$ cat src/core/irq_prio_pkg.sv
// Package: constants and types for the vectored interrupt priority unit
package irq_prio_pkg;
  localparam int NODES = 14;
  localparam int NMI_SRCS = 6;
  localparam int EXT_GRP = 4;
  localparam int T2_GRP = 3;
  localparam int LVL_W = 2;
  localparam int VEC_W = 16;
  localparam int IDX_W = 4;
  localparam logic [15:0] NMI_VECTOR = 16'h0073;
  localparam logic [15:0] NODE_VECTOR_BASE = 16'h0003;
  localparam logic [15:0] NODE_VECTOR_STEP = 16'h0008;
  localparam logic [3:0] T2_NODE = 4'h5;
  localparam logic [3:0] EXT_GRP_NODE = 4'h9;
  localparam logic [1:0] TOP_LEVEL = 2'h3;
  localparam logic [13:0] PEND_RESET = 14'h0000;
  localparam logic [15:0] VEC_RESET = 16'h0000;
  // Active service stack: one bit per maskable level plus one for NMI
  localparam int ACT_W = 5;
  localparam int NMI_ACT_BIT = 4;

  typedef enum logic [1:0] {
    ST_IDLE  = 2'b00,
    ST_GRANT = 2'b01
  } grant_state_e;
endpackage

$ cat src/core/irq_arbiter.sv
// Arbiter: level then polling order selection among maskable nodes
module irq_arbiter (
  input  wire logic [13:0] req,       // Eligible enabled pending nodes
  input  wire logic [27:0] lvl,       // Two level bits per node
  output logic             found,     // Some node selected
  output logic [3:0]       idx,       // Winning node number
  output logic [1:0]       win_lvl    // Winning node level
);
  always_comb begin
    found   = 1'b0;
    idx     = 4'h0;
    win_lvl = 2'h0;
    // Lower node number is earlier in polling; strictly higher level replaces
    for (int i = 0; i < irq_prio_pkg::NODES; i++) begin
      if (req[i] && (!found || lvl[2*i +: 2] > win_lvl)) begin
        found   = 1'b1;
        idx     = 4'(i);
        win_lvl = lvl[2*i +: 2];
      end
    end
  end
endmodule

$ cat src/core/vectored_interrupt_priority_unit.sv
// Top: vectored interrupt priority unit with NMI and fourteen maskable nodes
// Functional notes
// - One NMI plus fourteen maskable nodes served
// - Fixed vectors: NMI 0073, nodes 0003 step 8
// - Granted node's vector supplied; core branches there
// - Disabled node never forwarded for service
// - Shared vectors keep per-source status flags
// - Timer-two group node five, external 3-6 node nine
// - Maskable nodes take four levels; NMI fixed
// - NMI outranks and preempts all maskable service
// - Level from paired low/high priority bits
// - Only strictly higher level preempts running service
// - Topmost level service is interrupted only by NMI
// - Highest level wins among simultaneous requests
// - Same level resolved by fixed polling order
// - Polling order follows node numbering zero..thirteen
module vectored_interrupt_priority_unit (
  input  wire logic        ref_clk,                     // System clock, 50 MHz
  input  wire logic        rst_b,                       // Synchronous reset, active low
  input  wire logic [11:0] node_src_pulse,              // Single-source node events, nodes 0-4,6-8,10-13 packed
  input  wire logic [2:0]  t2_grp_pulse,                // Timer-two, divider overflow, bus break events
  input  wire logic [3:0]  ext_grp_pulse,               // External request three to six events
  input  wire logic [5:0]  nmi_src_pulse,               // NMI source events
  input  wire logic [13:0] node_enable,                 // Enable bits of both enable registers
  input  wire logic [7:0]  prio_low_bits_a,             // Low level bits, nodes 0-6
  input  wire logic [7:0]  prio_high_bits_a,            // High level bits, nodes 0-6
  input  wire logic [7:0]  prio_low_bits_b,             // Low level bits, nodes 7-13
  input  wire logic [7:0]  prio_high_bits_b,            // High level bits, nodes 7-13
  input  wire logic [5:0]  nmi_control_reg,             // NMI source enables
  input  wire logic [13:0] pend_clear,                  // Software clear of node pending
  input  wire logic [2:0]  t2_grp_flag_clear,           // Software clear of timer-two group flags
  input  wire logic [3:0]  ext_grp_flag_clear,          // Software clear of external group flags
  input  wire logic [5:0]  nmi_flag_clear,              // Software clear of NMI source flags
  input  wire logic        irq_ack,                     // Core takes the offered vector
  input  wire logic        irq_return,                  // Core ends current service routine
  output logic             irq_req,                     // Vector offered to core
  output logic [15:0]      irq_vector,                  // Vector address of offered request
  output logic [13:0]      node_pending,                // Latched node requests
  output logic [2:0]       t2_grp_flags,                // Timer-two group source flags
  output logic [3:0]       ext_grp_flags,               // External group source flags
  output logic [5:0]       nmi_flags,                   // NMI source flags
  output logic [4:0]       active_levels                // Services in progress, bit 4 is NMI
);

  // ************************************************************
  // State
  // ************************************************************
  typedef struct packed {
    irq_prio_pkg::grant_state_e st;
    logic [13:0] pend;
    logic [2:0]  t2f;
    logic [3:0]  extf;
    logic [5:0]  nmif;
    logic [4:0]  act;
    logic        req;
    logic [15:0] vec;
    logic        is_nmi;
    logic [3:0]  idx;
    logic [1:0]  lvl;
  } state_s;

  state_s state_r;
  state_s state_nxt;

  logic [13:0] node_evt;
  logic [27:0] lvl_bus;
  logic [13:0] eligible;
  logic        arb_found;
  logic [3:0]  arb_idx;
  logic [1:0]  arb_lvl;
  logic        nmi_any;

  // ************************************************************
  // Node vector decode
  // ************************************************************
  function automatic logic [15:0] node_vector(input logic [3:0] n);
    node_vector = irq_prio_pkg::NODE_VECTOR_BASE
                + 16'({12'h000, n} * irq_prio_pkg::NODE_VECTOR_STEP);
  endfunction

  // Highest level currently in service, or none
  function automatic logic [2:0] run_level(input logic [4:0] a);
    run_level = 3'h0;
    for (int k = 0; k < 4; k++) begin
      if (a[k]) begin
        run_level = 3'(k + 1);
      end
    end
  endfunction

  // ************************************************************
  // Event and level mapping
  // ************************************************************
  genvar g;
  generate
    for (g = 0; g < irq_prio_pkg::NODES; g++) begin : g_node
      // Level from one bit of each paired register
      if (g < 7) begin : g_a
        assign lvl_bus[2*g +: 2] = {prio_high_bits_a[g], prio_low_bits_a[g]};
      end else begin : g_b
        assign lvl_bus[2*g +: 2] = {prio_high_bits_b[g-7], prio_low_bits_b[g-7]};
      end
      if (g == 5) begin : g_t2
        assign node_evt[g] = |t2_grp_pulse;
      end else if (g == 9) begin : g_ext
        assign node_evt[g] = |ext_grp_pulse;
      end else if (g < 5) begin : g_lo
        assign node_evt[g] = node_src_pulse[g];
      end else if (g < 9) begin : g_mid
        assign node_evt[g] = node_src_pulse[g-1];
      end else begin : g_hi
        assign node_evt[g] = node_src_pulse[g-2];
      end
    end
  endgenerate

  // ************************************************************
  // Eligibility and arbitration
  // ************************************************************
  always_comb begin
    for (int i = 0; i < irq_prio_pkg::NODES; i++) begin
      // Only strictly above highest running level, never over top or NMI
      eligible[i] = state_r.pend[i] && node_enable[i]
                  && ({1'b0, lvl_bus[2*i +: 2]} >= run_level(state_r.act))
                  && !state_r.act[irq_prio_pkg::NMI_ACT_BIT];
    end
  end

  // Level first, then polling order
  irq_arbiter u_arb (
    .req     (eligible),
    .lvl     (lvl_bus),
    .found   (arb_found),
    .idx     (arb_idx),
    .win_lvl (arb_lvl)
  );

  assign nmi_any = |(state_r.nmif & nmi_control_reg);

  // ************************************************************
  // Next state
  // ************************************************************
  always_comb begin
    state_nxt = state_r;
    // Set wins over clear on every flag
    state_nxt.t2f  = (state_r.t2f & ~t2_grp_flag_clear) | t2_grp_pulse;
    state_nxt.extf = (state_r.extf & ~ext_grp_flag_clear) | ext_grp_pulse;
    state_nxt.nmif = (state_r.nmif & ~nmi_flag_clear) | nmi_src_pulse;
    state_nxt.pend = (state_r.pend & ~pend_clear) | node_evt;
    if (irq_return && state_r.st == irq_prio_pkg::ST_IDLE) begin
      // Close the innermost running service
      if (state_r.act[irq_prio_pkg::NMI_ACT_BIT]) begin
        state_nxt.act[irq_prio_pkg::NMI_ACT_BIT] = 1'b0;
      end else begin
        for (int k = 3; k >= 0; k--) begin
          if (state_r.act[k] && run_level(state_r.act) == 3'(k + 1)) begin
            state_nxt.act[k] = 1'b0;
          end
        end
      end
    end
    unique case (state_r.st)
      irq_prio_pkg::ST_IDLE: begin
        if (!irq_return) begin
          if (nmi_any && !state_r.act[irq_prio_pkg::NMI_ACT_BIT]) begin
            state_nxt.st     = irq_prio_pkg::ST_GRANT;
            state_nxt.req    = 1'b1;
            state_nxt.is_nmi = 1'b1;
            state_nxt.vec    = irq_prio_pkg::NMI_VECTOR;
          end else if (arb_found) begin
            state_nxt.st     = irq_prio_pkg::ST_GRANT;
            state_nxt.req    = 1'b1;
            state_nxt.is_nmi = 1'b0;
            state_nxt.idx    = arb_idx;
            state_nxt.lvl    = arb_lvl;
            state_nxt.vec    = node_vector(arb_idx);
          end
        end
      end
      irq_prio_pkg::ST_GRANT: begin
        if (irq_ack) begin
          state_nxt.st  = irq_prio_pkg::ST_IDLE;
          state_nxt.req = 1'b0;
          if (state_r.is_nmi) begin
            state_nxt.act[irq_prio_pkg::NMI_ACT_BIT] = 1'b1;
            // Take clears enabled source flags; a new event still sets
            state_nxt.nmif = (state_r.nmif & ~nmi_control_reg & ~nmi_flag_clear) | nmi_src_pulse;
          end else begin
            state_nxt.act[state_r.lvl] = 1'b1;
            // Serviced node drops pending; shared flags stay for software
            state_nxt.pend[state_r.idx] = node_evt[state_r.idx];
          end
        end
      end
    endcase
  end

  // ************************************************************
  // Registers
  // ************************************************************
  always_ff @(posedge ref_clk) begin
    if (!rst_b) begin
      state_r <= '{st: irq_prio_pkg::ST_IDLE, pend: irq_prio_pkg::PEND_RESET,
                   vec: irq_prio_pkg::VEC_RESET, default: '0};
    end else begin
      state_r <= state_nxt;
    end
  end

  // ************************************************************
  // Outputs
  // ************************************************************
  assign irq_req       = state_r.req;
  assign irq_vector    = state_r.vec;
  assign node_pending  = state_r.pend;
  assign t2_grp_flags  = state_r.t2f;
  assign ext_grp_flags = state_r.extf;
  assign nmi_flags     = state_r.nmif;
  assign active_levels = state_r.act;
endmodule

$ cat config.mk
export PLATFORM = sky130hd
export DESIGN_NAME = vectored_interrupt_priority_unit
export DESIGN_NICKNAME = d
export VERILOG_FILES = /design/src/core/irq_prio_pkg.sv /design/src/core/irq_arbiter.sv /design/src/core/vectored_interrupt_priority_unit.sv
export SDC_FILE = /design/constraint.sdc
export NUM_CORES = 1
export LEC_CHECK = 0
export BUFFER_PORTS_ARGS = -buffer_cell sky130_fd_sc_hd__buf_4
export CAP_MARGIN = 20
export CORE_MARGIN = 2
export CORE_UTILIZATION = 51
export CTS_BUF_LIST = sky130_fd_sc_hd__clkbuf_8 sky130_fd_sc_hd__clkbuf_16
export DETAILED_ROUTE_END_ITERATION = 7
export PLACE_DENSITY = 0.86
export SLEW_MARGIN = 25
export SYNTH_ARGS = -nofsm -noshare
export SYNTH_HDL_FRONTEND = slang
export SYNTH_SLANG_ARGS = --single-unit
$ cat constraint.sdc
create_clock -name ref_clk -period 18.9 [get_ports ref_clk]
set_input_delay 1.89 -clock ref_clk [delete_from_list [all_inputs] [get_ports ref_clk]]
set_output_delay 1.89 -clock ref_clk [all_outputs]
set_load 0.01 [all_outputs]
==> impl_metrics.json <==
{
  "status": "finished, final reports clean",
  "cts_tree": "built",
  "io_pins": 157,
  "switching_share": 0.373,
  "crit_path_top_delay_cell": "a2111oi_4",
  "dr.pass1.iters": 5,
  "fin_nets": 833,
  "p_clk_frac": 0.198,
  "drc": 0,
  "maxCapViolCount": 0,
  "grt_pass1_vias": 4246,
  "top_layer_used": "met4",
  "seq_area_frac_synth": 0.212,
  "avgSynthCellArea_um2": 7.59,
  "finalCritPeriodShare": 0.962,
  "path_common_cell": "ha_1",
  "slew_viol_final": 0,
  "core-area_um2": 8260,
  "reg2reg_depth": 90,
  "slowest_delay_ns": 0.42,
  "fin_hold_ws_ns": 0.460,
  "skew_ns": 0.0109,
  "cts_buffers": 5,
  "fill_cells": 696,
  "ys_async_sr_fraction": 0,
  "yosysUniqueCellTypes": 72,
  "yosysTopAreaCell": "dfxtp_1",
  "wl_met1_mm": 5.13,
  "startpoint_type": "input port",
  "drive_above_1_share": 0.314,
  "drt-wirelength-per-cell_um": 16.1,
  "viasPerCell": 5.86,
  "cts_sinks": 46,
  "netlist.area_leader.share": 0.212,
  "wl_met2_mm": 6.06,
  "start_util": 0.527,
  "insertion_delay_ns": 0.31,
  "worstPathMaxFanout": 6,
  "mappedNetlistArea_um2": 4350,
  "combinationalPowerShare": 0.458,
  "die_x_um": 96.3,
  "p_sw_uw": 122,
  "syn_to_final_growth_pct": 26.7,
  "diodes": 0,
  "fmax_mhz": 55.0,
  "post-dp-hpwl_mm": 10.0,
  "seq_power_share": 0.344,
  "synth_warnings": 0,
  "hold_class": "reg -> reg",
  "rows": 33,
  "die_y_um": 96.3,
  "holdBufCountCts": 0,
  "required_ns": 19.11,
  "synth_edf_count": 0,
  "synth_common_cells": "nor2_1, inv_1, buf_4",
  "path_class": "in -> reg",
  "finalCriticalPeriod_ns": 18.19,
  "final_util": 0.667,
  "synth.most_common_cell": "nor2_1",
  "vias": 4660,
  "cellLeakagePower_nw": 2.59,
  "critPathCaptureType": "flip-flop",
  "drt_iter0_drc": 299,
  "intPower_uw": 206,
  "gp_routability_congestion": 0.969,
  "portBuffers": 142,
  "cts_root_buf": "clkbuf_8",
  "die-area_um2": 9280,
  "hold_depth": 2,
  "clock_path_buffers": 2,
  "grt_usage": 0.264,
  "ys_ff_latch": 46,
  "antenna_found_initial": 0,
  "hold_viol": 0,
  "ys.flop_type": "dfxtp_1",
  "htree_levels": 2,
  "grt_pass1_wl_mm": 19.2,
  "wl_met3_mm": 1.20,
  "cp.arrival_ns": 18.40,
  "overflow": 0,
  "relSlewSlack": 0.418,
  "ir_drop_mv": 0.0443,
  "ant_nets": 0,
  "synth_area_leaders": "dfxtp_1, ha_1, buf_4",
  "cts.reportedPaths.clkPinSlew_ns": 0.09,
  "synth_cells": 573,
  "grt_max_degree": 28,
  "routed_wl_mm": 12.8,
  "finalSetupViolCount": 0,
  "power_density_nw_per_um2": 59.5,
  "tightest_slew_ns": 0.868
}
==> final timing paths <==
check / from / to / slack, ns
hold / removal: irq_vector[3] / irq_vector[3] / 0.46
setup / recovery: prio_high_bits_a[0] / state_r[0] / 0.71
setup reg to reg: active_levels[3] / state_r[0] / 1.42
hold reg to reg: irq_vector[3] / irq_vector[3] / 0.46
==> worst max-delay path, delay by kind of cell <==
| kind | cells | cell delay (ns) |
|---|---|---|
| buffers and inverters | 7 | 0.81 |
| muxes | 2 | 0.65 |
| AOI/OAI and AO/OA | 44 | 8.02 |
| adders and majority gates | 15 | 4.16 |
| and+or+nand+nor | 20 | 2.84 |
==> cell families after synthesis <==
logic type,count (synthesis),synth area share
AO/OA/AOI/OAI,178,0.298
AND/OR/NAND/NOR,184,0.206
other,1,0.000862
flip-flops,46,0.212
buffers and inverters,115,0.143
multiplexers,12,0.0337
adder cells (fa/ha/maj),37,0.106
==> layer usage <==
metal / global-route usage / up-vias
li1: - / 2247
met1: 0.321 / 2113
met5: 0 / -
met4: 0.112 / 0
met3: 0.0470 / 47
met2: 0.454 / 253
==> placed cells by master, fill, tap and decap left out, drive strengths merged, types with 5 or more instances in the layout <==
master     n
clkbuf     6
a21oi     41
a31oi     16
nor2b     16
nand3     14
nand2b     5
a21o       7
or3        5
o31ai      9
and2       6
dfxtp     46
o2111ai    5
conb      10
buf      160
ha        36
a221o      6
nor2      66
o21a       6
nand2     35
inv       54
nor3      11
o21ai     34
a211oi     5
a2bb2oi    5
or2        7
and3       7
mux2       9
==> repair_timing <==
action / CTS / global route
endpoints found under the setup margin: 1 / 10
resized for setup: 2 / 28
setup buffers: 0 / 4
pin swaps: 0 / 4
==> power groups by stage <==
stage | Sequential, mW | Clock (mW) | Combinational, mW
6_report | 0.113 | 0.0650 | 0.150
2_1_floorplan | 0.111 | 0 | 0.0971
3_3_place_gp | 0.115 | 0 | 0.132
5_1_grt | 0.114 | 0.0704 | 0.166
4_1_cts | 0.113 | 0.0662 | 0.139
3_5_place_dp | 0.115 | 0 | 0.138
==> per-stage QoR <==
step                      setup TNS (ns)  instance area [um^2]  setup slack, ns  power, mW  instances
after detailed placement          -0.556                  5270           -0.405      0.253        783
after global placement                 0                  5270            0.240      0.246        783
final                                  0                  5510            0.712      0.328        795
after global routing               -1.04                  5510           -0.263      0.350        795
after floorplan                        0                  4380             1.35      0.209        582
after CTS                              0                  5370           0.0156      0.318        791
==> layout make-up <==
type / count / area, um^2 / area share
clock inverters: 2 / 12.5 / 0.00227
flip-flops and latches: 46 / 921 / 0.167
inverters: 55 / 206 / 0.0375
multi-input cells: 421 / 2950 / 0.536
clock buffers: 6 / 82.6 / 0.0150
well taps: 105 / 131 / 0.0238
repair buffers: 160 / 1200 / 0.218
==> state kept, by name (all words and copies together), names as in the netlist <==
register       flops
irq_vector         5
state_r            8
nmi_flags          6
active_levels      5
ext_grp_flags      4
t2_grp_flags       3
irq_req            1
node_pending      14
(Power assumes the default switching activity.)
